**config.mk**
```make
export PLATFORM = sky130hd
export DESIGN_NAME = oms_mode_selector
export DESIGN_NICKNAME = d
export VERILOG_FILES = /design/src/rtl/oms_pkg.sv /design/src/rtl/oms_mode_selector.sv
export SDC_FILE = /design/constraint.sdc
export NUM_CORES = 1
export LEC_CHECK = 0
export ABC_CLOCK_PERIOD_IN_PS = 3400
export BUFFER_PORTS_ARGS = -buffer_cell sky130_fd_sc_hd__buf_4
export CAP_MARGIN = 10
export CORE_MARGIN = 2
export CORE_UTILIZATION = 50
export CTS_CLUSTER_SIZE = 30
export DETAILED_ROUTE_END_ITERATION = 7
export HOLD_SLACK_MARGIN = 0.15
export PLACE_DENSITY = 0.76
export SETUP_SLACK_MARGIN = 0.02
export SYNTH_ARGS = -nofsm -noshare
export SYNTH_HDL_FRONTEND = slang
export SYNTH_SLANG_ARGS = --single-unit
```
**constraint.sdc**
```tcl
create_clock -name ref_clk -period 3.4 [get_ports ref_clk]
set_input_delay 0.17 -clock ref_clk [delete_from_list [all_inputs] [get_ports ref_clk]]
set_output_delay 0.17 -clock ref_clk [all_outputs]
set_load 0.05 [all_outputs]
```
**src/rtl/oms_pkg.sv**
```systemverilog
package oms_pkg;
	// register byte addresses on the avalon slave
	localparam logic [4:0] ADDR_MODE_SELECT = 5'h00;
	localparam logic [4:0] ADDR_PANEL_FREQ = 5'h04;
	localparam logic [4:0] ADDR_OUT_FUNC = 5'h08;
	localparam logic [4:0] ADDR_STATUS = 5'h0c;
	localparam logic [4:0] ADDR_CMD_FREQ = 5'h10;

	// operation_mode_select settings
	localparam logic [2:0] MSEL_EXT_PU = 3'h0;
	localparam logic [2:0] MSEL_PU_FIXED = 3'h1;
	localparam logic [2:0] MSEL_EXT_FIXED = 3'h2;
	localparam logic [2:0] MSEL_COMB_PU_FREQ = 3'h3;
	localparam logic [2:0] MSEL_COMB_PU_START = 3'h4;
	localparam logic [2:0] MSEL_SWITCH = 3'h6;
	localparam logic [2:0] MSEL_RESET = 3'h0;

	// output terminal function codes
	localparam logic [7:0] FUNC_PU_POS = 8'h0a;
	localparam logic [7:0] FUNC_PU_NEG = 8'h6e;
	localparam logic [7:0] FUNC_RESET = 8'hff;
	localparam int FUNC_W = 8;

	// status register bit positions
	localparam int ST_MODE_LSB = 0;
	localparam int ST_FWD = 5;
	localparam int ST_REV = 6;
	localparam int ST_REJECT = 7;

	// remote link mode-change target
	localparam logic LINK_TO_EXT = 1'b0;
	localparam logic LINK_TO_NET = 1'b1;

	// operating mode, one-hot
	typedef enum logic [4:0] {
		MODE_EXT = 5'h01,
		MODE_PU = 5'h02,
		MODE_NET = 5'h04,
		MODE_COMB_PU_FREQ = 5'h08,
		MODE_COMB_PU_START = 5'h10
	} oms_mode_t;
endpackage

```
**src/rtl/oms_mode_selector.sv**
```systemverilog
`timescale 1ns/1ps

module oms_mode_selector #(
	parameter int FREQ_W = 16,
	parameter int NUM_OUT = 3
) (
	// clock and reset
	input wire logic ref_clk,
	input wire logic resetn,
	// avalon-mm slave
	input wire logic [4:0] avs_address,
	input wire logic avs_read,
	input wire logic avs_write,
	input wire logic [31:0] avs_writedata,
	output logic [31:0] avs_readdata,
	output logic avs_waitrequest,
	// control terminals
	input wire logic forwardStartInput,
	input wire logic reverseStartInput,
	input wire logic currentInputSelect,
	input wire logic [FREQ_W-1:0] term2Freq,
	input wire logic [FREQ_W-1:0] term4Freq,
	input wire logic multiSpeedOn,
	input wire logic [FREQ_W-1:0] multiSpeedFreq,
	input wire logic jogOn,
	input wire logic [FREQ_W-1:0] jogFreq,
	// operator panel, key strokes are one-cycle pulses
	input wire logic panelExternalToggleKey,
	input wire logic panelPuKey,
	input wire logic panelExtKey,
	input wire logic panelFwdKey,
	input wire logic panelRevKey,
	input wire logic panelStopKey,
	input wire logic panelFreqSet,
	input wire logic [FREQ_W-1:0] panelFreqIn,
	// remote link
	input wire logic linkModeReq,
	input wire logic linkModeTarget,
	input wire logic linkCmdSet,
	input wire logic linkFwd,
	input wire logic linkRev,
	input wire logic [FREQ_W-1:0] linkFreq,
	// drive command path
	output logic cmdFwd,
	output logic cmdRev,
	output logic [FREQ_W-1:0] cmdFreq,
	output logic [4:0] modeState,
	// output terminals
	output logic [NUM_OUT-1:0] panelModeIndicator
);

	// refuse widths the read mux and the function word cannot carry
	if (FREQ_W < 8 || FREQ_W > 24) begin : gBadFreqW
		$error("FREQ_W must lie in 8..24");
	end
	if (NUM_OUT < 1 || NUM_OUT > 4) begin : gBadNumOut
		$error("NUM_OUT must lie in 1..4");
	end

	////////////////////////////////////////////////////////////////////////
	// register state

	oms_pkg::oms_mode_t mode;
	logic [2:0] operationModeSelect;
	logic [FREQ_W-1:0] panelFreq;
	logic [NUM_OUT*oms_pkg::FUNC_W-1:0] outputTerminalFunctionParams;
	logic writeRejected;
	logic [1:0] panelRun;
	logic [1:0] linkRun;
	logic [FREQ_W-1:0] linkHeldFreq;

	////////////////////////////////////////////////////////////////////////
	// bus decode

	wire busReq = avs_read | avs_write;
	wire busTake = busReq & ~avs_waitrequest;
	wire wrTake = busTake & avs_write;
	wire hitModeSel = avs_address == oms_pkg::ADDR_MODE_SELECT;
	wire hitPanelFreq = avs_address == oms_pkg::ADDR_PANEL_FREQ;
	wire hitOutFunc = avs_address == oms_pkg::ADDR_OUT_FUNC;
	wire hitStatus = avs_address == oms_pkg::ADDR_STATUS;
	wire hitCmdFreq = avs_address == oms_pkg::ADDR_CMD_FREQ;
	wire [2:0] wrSel = avs_writedata[2:0];
	wire selValid = (wrSel != 3'h5) && (wrSel != 3'h7);
	wire modeSelWr = wrTake & hitModeSel & selValid;
	// mode select and status stay writable in external mode, panel frequency and output functions lock
	wire paramLocked = mode == oms_pkg::MODE_EXT;
	wire panelFreqWr = wrTake & hitPanelFreq & ~paramLocked;
	wire outFuncWr = wrTake & hitOutFunc & ~paramLocked;
	wire rejectEvent = wrTake & ((hitModeSel & ~selValid)
		| ((hitPanelFreq | hitOutFunc) & paramLocked));
	wire rejectClear = wrTake & hitStatus & avs_writedata[oms_pkg::ST_REJECT];

	wire [31:0] statusWord = {24'h0, writeRejected, cmdRev, cmdFwd, modeState};
	wire [31:0] readMux = hitModeSel ? {29'h0, operationModeSelect}
		: hitPanelFreq ? 32'(panelFreq)
		: hitOutFunc ? 32'(outputTerminalFunctionParams)
		: hitStatus ? statusWord
		: hitCmdFreq ? 32'(cmdFreq)
		: 32'h0;

	////////////////////////////////////////////////////////////////////////
	// mode switching

	// mode that a fresh setting starts in; 6 keeps a live panel or link mode
	function automatic oms_pkg::oms_mode_t startMode(input logic [2:0] sel,
		input oms_pkg::oms_mode_t cur);
		case (sel)
			oms_pkg::MSEL_PU_FIXED: startMode = oms_pkg::MODE_PU;
			oms_pkg::MSEL_COMB_PU_FREQ: startMode = oms_pkg::MODE_COMB_PU_FREQ;
			oms_pkg::MSEL_COMB_PU_START: startMode = oms_pkg::MODE_COMB_PU_START;
			oms_pkg::MSEL_SWITCH: startMode = (cur == oms_pkg::MODE_PU
				|| cur == oms_pkg::MODE_NET) ? cur : oms_pkg::MODE_EXT;
			default: startMode = oms_pkg::MODE_EXT;
		endcase
	endfunction

	wire inExt = mode == oms_pkg::MODE_EXT;
	wire inPu = mode == oms_pkg::MODE_PU;
	wire inNet = mode == oms_pkg::MODE_NET;
	wire selToggle = operationModeSelect == oms_pkg::MSEL_EXT_PU;
	wire selSwitch = operationModeSelect == oms_pkg::MSEL_SWITCH;
	// settings 1, 2, 3, 4 never enable any of these requests
	wire toggleReq = (selToggle | selSwitch) & panelExternalToggleKey
		& (inExt | inPu);
	wire puReq = selSwitch & panelPuKey & (inExt | inNet);
	wire extKeyReq = selSwitch & panelExtKey & inPu;
	wire linkNetReq = selSwitch & linkModeReq
		& (linkModeTarget == oms_pkg::LINK_TO_NET) & (inExt | inPu);
	wire linkExtReq = selSwitch & linkModeReq
		& (linkModeTarget == oms_pkg::LINK_TO_EXT) & inNet;

	// panel keys win over the link when both arrive together
	oms_pkg::oms_mode_t next_mode;
	assign next_mode = modeSelWr ? startMode(wrSel, mode)
		: toggleReq ? (inExt ? oms_pkg::MODE_PU : oms_pkg::MODE_EXT)
		: puReq ? oms_pkg::MODE_PU
		: extKeyReq ? oms_pkg::MODE_EXT
		: linkNetReq ? oms_pkg::MODE_NET
		: linkExtReq ? oms_pkg::MODE_EXT
		: mode;
	wire enterPu = (next_mode == oms_pkg::MODE_PU) & ~inPu;
	wire enterNet = (next_mode == oms_pkg::MODE_NET) & ~inNet;

	////////////////////////////////////////////////////////////////////////
	// command sources

	// both start inputs on at once is treated as stop
	wire [1:0] extRun = {reverseStartInput & ~forwardStartInput,
		forwardStartInput & ~reverseStartInput};
	wire [FREQ_W-1:0] analogFreq = currentInputSelect ? term4Freq : term2Freq;
	wire [FREQ_W-1:0] extFreq = jogOn ? jogFreq
		: multiSpeedOn ? multiSpeedFreq : analogFreq;
	wire [FREQ_W-1:0] combFreq = multiSpeedOn ? multiSpeedFreq
		: currentInputSelect ? term4Freq : panelFreq;

	logic [1:0] next_run;
	logic [FREQ_W-1:0] next_freq;
	assign next_run = (inExt | (mode == oms_pkg::MODE_COMB_PU_FREQ)) ? extRun
		: inNet ? linkRun
		: panelRun;
	assign next_freq = (inExt | (mode == oms_pkg::MODE_COMB_PU_START)) ? extFreq
		: inNet ? linkHeldFreq
		: inPu ? panelFreq
		: combFreq;

	// panel start keys act in the modes where the panel owns the start
	wire panelOwnsStart = inPu | (mode == oms_pkg::MODE_COMB_PU_START);
	wire panelOwnsFreq = inPu | (mode == oms_pkg::MODE_COMB_PU_FREQ);
	wire [1:0] next_panelRun = enterPu ? next_run
		: ~panelOwnsStart ? panelRun
		: panelStopKey ? 2'h0
		: panelFwdKey ? 2'h1
		: panelRevKey ? 2'h2
		: panelRun;
	// entry to panel mode copies the command in use; the panel dial comes next, bus writes last
	wire [FREQ_W-1:0] next_panelFreq = enterPu ? next_freq
		: (panelFreqSet & panelOwnsFreq) ? panelFreqIn
		: panelFreqWr ? avs_writedata[FREQ_W-1:0]
		: panelFreq;

	////////////////////////////////////////////////////////////////////////
	// bus slave: one wait cycle, then the request is taken

	always_ff @(posedge ref_clk or negedge resetn) begin
		if (!resetn) begin
			avs_waitrequest <= 1'b1;
			avs_readdata <= 32'h0;
		end else begin
			avs_waitrequest <= ~(busReq & avs_waitrequest);
			avs_readdata <= readMux;
		end
	end

	// software registers; reject flag set wins over its clear
	always_ff @(posedge ref_clk or negedge resetn) begin
		if (!resetn) begin
			operationModeSelect <= oms_pkg::MSEL_RESET;
			outputTerminalFunctionParams <= {NUM_OUT{oms_pkg::FUNC_RESET}};
			writeRejected <= 1'b0;
		end else begin
			if (modeSelWr) begin
				operationModeSelect <= wrSel;
			end
			if (outFuncWr) begin
				outputTerminalFunctionParams <= avs_writedata[NUM_OUT*oms_pkg::FUNC_W-1:0];
			end
			writeRejected <= rejectEvent | (writeRejected & ~rejectClear);
		end
	end

	// mode register and retained commands; reset drops what was held
	always_ff @(posedge ref_clk or negedge resetn) begin
		if (!resetn) begin
			mode <= oms_pkg::MODE_EXT;
			panelRun <= 2'h0;
			panelFreq <= '0;
			linkRun <= 2'h0;
			linkHeldFreq <= '0;
		end else begin
			mode <= next_mode;
			panelRun <= next_panelRun;
			panelFreq <= next_panelFreq;
			if (enterNet) begin
				linkRun <= next_run;
				linkHeldFreq <= next_freq;
			end else if (inNet & linkCmdSet) begin
				linkRun <= {linkRev & ~linkFwd, linkFwd & ~linkRev};
				linkHeldFreq <= linkFreq;
			end
		end
	end

	// command path to the drive, one cycle behind the sources
	always_ff @(posedge ref_clk or negedge resetn) begin
		if (!resetn) begin
			cmdFwd <= 1'b0;
			cmdRev <= 1'b0;
			cmdFreq <= '0;
			modeState <= 5'h01;
		end else begin
			cmdFwd <= next_run[0];
			cmdRev <= next_run[1];
			cmdFreq <= next_freq;
			modeState <= next_mode;
		end
	end

	////////////////////////////////////////////////////////////////////////
	// output terminals carrying the panel mode indicator

	for (genvar i = 0; i < NUM_OUT; i++) begin : gTerm
		wire [7:0] code = outputTerminalFunctionParams[i*oms_pkg::FUNC_W +: oms_pkg::FUNC_W];
		wire next_ind = (code == oms_pkg::FUNC_PU_POS) ? (next_mode == oms_pkg::MODE_PU)
			: (code == oms_pkg::FUNC_PU_NEG) ? (next_mode != oms_pkg::MODE_PU)
			: 1'b0;
		always_ff @(posedge ref_clk or negedge resetn) begin
			if (!resetn) begin
				panelModeIndicator[i] <= 1'b0;
			end else begin
				panelModeIndicator[i] <= next_ind;
			end
		end
	end

	////////////////////////////////////////////////////////////////////////
	// checks

	a_ext_locked: assert property (@(posedge ref_clk) disable iff (!resetn)
		operationModeSelect == oms_pkg::MSEL_EXT_FIXED |-> mode == oms_pkg::MODE_EXT)
		else $error("setting 2 left external mode");

	a_pu_fixed: assert property (@(posedge ref_clk) disable iff (!resetn)
		operationModeSelect == oms_pkg::MSEL_PU_FIXED |-> mode == oms_pkg::MODE_PU)
		else $error("setting 1 left panel mode");

	a_comb_fixed: assert property (@(posedge ref_clk) disable iff (!resetn)
		(operationModeSelect == oms_pkg::MSEL_COMB_PU_FREQ
		|-> mode == oms_pkg::MODE_COMB_PU_FREQ)
		and (operationModeSelect == oms_pkg::MSEL_COMB_PU_START
		|-> mode == oms_pkg::MODE_COMB_PU_START))
		else $error("combined setting left its mode");

	a_toggle_key: assert property (@(posedge ref_clk) disable iff (!resetn)
		selToggle && panelExternalToggleKey && inExt && !modeSelWr
		|=> mode == oms_pkg::MODE_PU ##1 modeState == oms_pkg::MODE_PU)
		else $error("toggle key did not reach panel mode");

	a_ext_write_block: assert property (@(posedge ref_clk) disable iff (!resetn)
		wrTake && hitOutFunc && inExt
		|=> $stable(outputTerminalFunctionParams) && writeRejected)
		else $error("register write landed in external mode");

	a_ext_term2: assert property (@(posedge ref_clk) disable iff (!resetn)
		inExt && !jogOn && !multiSpeedOn && !currentInputSelect
		|=> cmdFreq == $past(term2Freq))
		else $error("external frequency not from terminal 2");

	a_comb_multispeed: assert property (@(posedge ref_clk) disable iff (!resetn)
		mode == oms_pkg::MODE_COMB_PU_FREQ && multiSpeedOn
		|=> cmdFreq == $past(multiSpeedFreq))
		else $error("multispeed did not override panel frequency");

	a_comb_term4: assert property (@(posedge ref_clk) disable iff (!resetn)
		mode == oms_pkg::MODE_COMB_PU_FREQ && !multiSpeedOn && currentInputSelect
		|=> cmdFreq == $past(term4Freq))
		else $error("current input select ignored");

	a_pu_indicator: assert property (@(posedge ref_clk) disable iff (!resetn)
		inPu && $stable(mode) && $stable(outputTerminalFunctionParams)
		&& outputTerminalFunctionParams[7:0] == oms_pkg::FUNC_PU_POS
		|-> panelModeIndicator[0])
		else $error("panel indicator low in panel mode");

	a_pu_entry_keep: assert property (@(posedge ref_clk) disable iff (!resetn)
		enterPu && !modeSelWr ##1 !panelFreqSet && !panelFreqWr && !panelStopKey
		&& !panelFwdKey && !panelRevKey
		|=> cmdFreq == $past(cmdFreq) && cmdFwd == $past(cmdFwd) && cmdRev == $past(cmdRev))
		else $error("command changed on entry to panel mode");

	a_net_entry_keep: assert property (@(posedge ref_clk) disable iff (!resetn)
		enterNet ##1 !linkCmdSet
		|=> cmdFreq == $past(cmdFreq) && cmdFwd == $past(cmdFwd))
		else $error("command changed on entry to link mode");

	a_bus_answer: assert property (@(posedge ref_clk) disable iff (!resetn)
		busReq && avs_waitrequest |=> !avs_waitrequest ##1 avs_waitrequest)
		else $error("waitrequest not low for exactly one cycle");

	a_mode_onehot: assert property (@(posedge ref_clk) disable iff (!resetn)
		$onehot(mode) && modeState == mode)
		else $error("mode register not one-hot or not mirrored");

	a_freq_write_block: assert property (@(posedge ref_clk) disable iff (!resetn)
		wrTake && hitPanelFreq && inExt && !enterPu |=> $stable(panelFreq) && writeRejected)
		else $error("panel frequency write landed in external mode");

	a_reject_set: assert property (@(posedge ref_clk) disable iff (!resetn)
		rejectEvent |=> writeRejected)
		else $error("refused write did not set the flag");

	a_ext_key: assert property (@(posedge ref_clk) disable iff (!resetn)
		extKeyReq && !modeSelWr |=> inExt)
		else $error("external key did not leave panel mode");

	a_net_to_pu: assert property (@(posedge ref_clk) disable iff (!resetn)
		puReq && inNet && !modeSelWr
		|=> inPu && panelFreq == $past(linkHeldFreq) && panelRun == $past(linkRun))
		else $error("link command lost on entry to panel mode");

	a_link_refused: assert property (@(posedge ref_clk) disable iff (!resetn)
		linkModeReq && !selSwitch && !modeSelWr && !panelExternalToggleKey |=> $stable(mode))
		else $error("link request honoured outside the switch-over setting");

endmodule

```
# --- Word level (Yosys, flattened, before mapping) ---
# Cells that the tools add are included.
op_classes:
  muxes: 42
  eq_ne: 25
  bitwise: 57
  reduce_logical: 9
op_table:
  columns: ["op", "count"]
  rows:
  - ["16-bit two-way mux", 15]
  - ["24-bit two-way mux", 3]
  - ["5-bit two-way mux", 7]
  - ["1-bit AND", 34]
  - ["8-bit by 4-bit equality test with 1-bit output (second input constant)", 3]
  - ["8-bit by 7-bit equality test with 1-bit output (second input constant)", 3]
  - ["2-bit two-way mux", 10]
  - ["5-bit one-hot mux with 4 select lines", 1]
  - ["5-bit by 3-bit equality test with 1-bit output (second input constant)", 3]
  - ["5-bit by 4-bit equality test with 1-bit output (second input constant)", 3]
  - ["1-bit inverter", 12]
  - ["1-bit OR", 11]
  - ["5-bit by 2-bit equality test with 1-bit output (second input constant)", 2]
  - ["5-bit equality test (second input constant)", 2]
  - ["3-bit equality test (second input constant)", 3]
  - ["1-bit two-way mux", 6]
  - ["3-bit inequality test (second input constant)", 2]
  - ["5-bit by 1-bit equality test with 1-bit output (second input constant)", 1]
  - ["5-bit zero test", 1]
  - ["5-bit by 2-bit inequality test with 1-bit output (second input constant)", 1]
  - ["2-bit nonzero test", 2]
  - ["4-bit nonzero test", 1]
  - ["3-bit by 1-bit equality test with 1-bit output (second input constant)", 1]
  - ["3-bit by 2-bit equality test with 1-bit output (second input constant)", 1]
  - ["5 further kinds", 5]
word_totals:
  ff_bits: 115
  input_bits: 154
  out_inout_bits: 59
  word_cells: 149

# --- Logic depth before layout (Yosys ltp) ---
depth:
  word_depth: 14
  mapped_depth: 11
  depth_no_buf: 8

# --- Worst setup path after synthesis ---
# No wires, ideal clock.
synth_timing:
  path_type: "reg2reg"
  startpoint: "register, netlist name modeState[3]"
  endpoint: "register linkHeldFreq[10]"
  synth_period_minus_slack_ns: 2.882
  slack_ns: 0.518
  t_arrival_ns: 2.741
  path_stages_with_launch: 11
  t_required_ns: 3.259
  n_path_buf: 2
  path_cell_list: "dfrtp_1 > buf_6 > or4b_1 > or3_1 > o211a_1 > o31ai_2 > and3_4 > nand4b_1 > nand2_1 > buf_2 > o221ai_1"
synth_rtl:
  columns: ["element", "line", "text"]
  rows:
  - ["end signal: assignment", "oms_mode_selector.sv:226", "linkHeldFreq <= next_freq;"]
  - ["end signal: assignment", "oms_mode_selector.sv:229", "linkHeldFreq <= linkFreq;"]
  - ["end: declaration", "oms_mode_selector.sv:70", "logic [FREQ_W-1:0] linkHeldFreq;"]

==> flow_metrics.tcl <==
set metrics [dict create \
    crit_path_start_kind "register" \
    routabilityCongestion 0.925 \
    synthCells 725 \
    post-cts-setup-buffer-count 0 \
    cts_root_buffer "clkbuf_16" \
    coreArea_sq_um 12700 \
    p_comb_share_pct 39.8 \
    synth_compound_area_share_pct 22.5 \
    required_ns 3.65 \
    fp.dieW_um 119 \
    utilization_pct 73.1 \
    synth_top_area_cell "dfrtp_1" \
    fin_skew_ns 0.00717 \
    numPortBuffers 196 \
    die_height_um 119 \
    cts_buffers 17 \
    cpPeakStageDelay_ns 0.68 \
    clk_path_buf_depth 2 \
    ys_top_cells_by_count "93 x a21oi_1, 89 x dfrtp_1, 87 x nand2_1, 60 x inv_1, 36 x nand2b_1" \
    ys_seq_area_share_pct 44.3 \
    p_per_area_nw_per_um2 696 \
    grt_pass1_wl_um 34200 \
    wl_per_cell_um 18.9 \
    drt_iter0_drc 727 \
    max_freq_mhz 324 \
    switching_share_pct 41.2 \
    syn2layout_area_growth_pct 41.6 \
    clk_latency_ns 0.41 \
    cts_sinks 115 \
    crit_buf_inv 0 \
    drv_slew 0 \
    tightestPinTransition_ns 1.01 \
    critPathTopFamily "simple AND/OR/NAND/NOR gates" \
    synth.avg_cell_area_sq_um 9.07 \
    htreeDepth 4 \
    synth_top_family_by_area "compound AO/OA/AOI/OAI gates" \
    overflow 0 \
    path_max_fanout 15 \
    initial_utilization_pct 51.7 \
    hold_buffers 50 \
    crit_type "reg2reg" \
    fin_crit_ns 3.08 \
    hold_path_class "in2reg" \
    viasPerCell 5.79 \
    grt_pass1_vias 6571 \
    ys_warn_count 0 \
    remaining_drc_errors 0 \
    final_nets 1112 \
    post_dp_cell_area_sq_um 8200 \
    dp_hpwl_um 15500 \
    drive_above_1_share_pct 32.4 \
    pwr-share-clk_pct 27.4 \
    status "completed" \
    row_count 41 \
    cts_tree "yes" \
    grtUsageTotal_pct 30.6 \
    maxCapViolCount 0 \
    synth.area.mux_share_pct 7.56 \
    whs_ns 0.169 \
    fin_crit_sh_pct 90.7 \
    yosys.area_share.adder_pct 0 \
    crit_path_top_delay_cell "dfstp_2" \
    critical_path_arrival_ns 3.34 \
    final.setup.tns_ns 0 \
    pwr-share-seq_pct 32.8 \
    synthXorXnorAreaFrac_pct 1.07 \
    hold_violations 0 \
    rsz0062_at_grt "false" \
    vias 6627 \
    synth-simple-area-share_pct 17.0 \
    crit_chain "or3b_1 > or4b_1 > o211a_1 > o31ai_2 > and3_4 > nand4b_1 > nand2_1 > o221ai_1" \
    p_leak_nw 4.38 \
    cts.clk_slew.worst_paths_ns 0.06 \
    synthArstFlopShare_pct 100 \
    synthTopCellsByArea "dfrtp_1 34%, dfstp_2 10%, a21oi_1 7.1%" \
    drt.antenna.violating_nets 0 \
    drt_wl_total_um 21600 \
    endpoint_kind "register" \
    synth_top_cell_area_share_pct 33.9 \
    p_switching_mw 2.66 \
    cell_internal_pwr_mw 3.81 \
    ir_worst_vdd_uv 409 \
    ios 213 \
    slew_headroom_pct 32.8 \
    grt_start_max_net_pins 83 \
    fin_area_sq_um 9300 \
    synthesis.area_sq_um 6570 \
    die_area_sq_um 14100 \
    ys_ff_latch 115 \
    cts_resized 0 \
    firstDrtPassIters 8 \
    ys.flop_type "dfrtp_1" \
    setup_viol 0 \
    ys_types 60 \
    synth_most_common_cell "a21oi_1" \
    synth_edf_count 0 \
    antenna_found_initial 1 \
]
==> placed cells by master (no fill, tap or decap), drive strengths merged, types with 5 or more instances in the layout <==
cell	synthesis	final
nand3	11	11
conb	1	8
inv	60	63
dfrtp	89	89
or4	6	6
nand2	87	87
mux2	29	29
nand2b	36	36
a22o	19	19
a221oi	17	17
dfstp	26	26
nand4	6	6
o221ai	15	15
and2	11	11
nor2	15	15
clkinv	1	9
clkbuf	34	18
mux2i	17	17
a222oi	8	8
a21oi	93	93
xor2	5	5
nand3b	6	6
dlygate4sd3	0	50
o21ai	25	25
buf	23	214
a22oi	8	8
nor3	13	13
o22ai	18	18
==> per-stage QoR <==
| step | setup slack [ns] | cells | power, mW |
|---|---|---|---|
| after floorplan | 0.518 | 732 | 3.69 |
| after detailed placement | 0.346 | 1060 | 4.61 |
| after global routing | 0.176 | 1144 | 6.79 |
| after CTS | 0.336 | 1142 | 6.45 |
| final | 0.315 | 1144 | 6.47 |
| after global placement | 0.445 | 1060 | 4.54 |
==> routing by layer <==
layer | vias to the layer above | part of all wire (%) | global-route usage, %
met3 | 40 | 7.8 | 7.29
met4 | 0 | 2.3 | 10.5
met5 | - | 0 | 0
met1 | 3176 | 43 | 42.2
met2 | 351 | 47 | 47.3
li1 | 3060 | - | -
==> power by group through the flow <==
stage | combinational, mW | clock, mW | sequential, mW
final | 2.58 | 1.77 | 2.12
after global placement | 2.43 | 0 | 2.11
after detailed placement | 2.48 | 0 | 2.12
after CTS | 2.56 | 1.79 | 2.10
after floorplan | 1.27 | 0 | 2.42
after global routing | 2.78 | 1.85 | 2.15
==> tightest hold or removal path: cells and delay by family <==
kind | cells | cell delay (ns)
AOI/OAI and AO/OA | 1 | 0.19
and+or+nand+nor | 2 | 0.09
buffers and inverters | 1 | 0.09
==> logic make-up after synthesis <==
group / count (synthesis)
other: 1
multiplexers: 46
XOR/XNOR: 8
flip-flops: 115
buffers and inverters: 118
AO/OA/AOI/OAI: 224
AND/OR/NAND/NOR: 213
==> sequential cells by signal, summed over array words and instances, names as in the netlist <==
signal                        count
avs_readdata                     24
outputTerminalFunctionParams     24
cmdFreq                          16
linkHeldFreq                     16
panelFreq                        16
modeState                         5
operationModeSelect               3
panelModeIndicator                3
linkRun                           2
panelRun                          2
avs_waitrequest                   1
cmdFwd                            1
cmdRev                            1
writeRejected                     1
==> final timing paths <==
path,startpoint,endpoint,slack [ns],cells after the start
setup / recovery,modeState[0]$_DFF_PN1_,linkHeldFreq[11]$_DFFE_PN0P_,0.32,8
hold / removal,panelStopKey,panelRun[1]$_DFFE_PN0P_,0.17,4
setup reg to reg,modeState[0]$_DFF_PN1_,linkHeldFreq[11]$_DFFE_PN0P_,0.32,8
hold reg to reg,cmdFreq[10]$_DFF_PN0_,avs_readdata[10]$_DFF_PN0_,0.51,2
max in group asynchronous,resetn,avs_readdata[3]$_DFF_PN0_,2.23,3
min in group asynchronous,resetn,modeState[4]$_DFF_PN0_,0.45,2
==> layout make-up <==
cell class	count	area (sq um)
inverters	61	229
well taps	172	215
clock inverters	14	153
fillers	948	3420
clock buffers	18	439
flip-flops and latches	115	2910
diodes	1	2.50
repair buffers	264	2140
multi-input cells	499	3220
No activity file was read; power rests on OpenSTA's default activity.
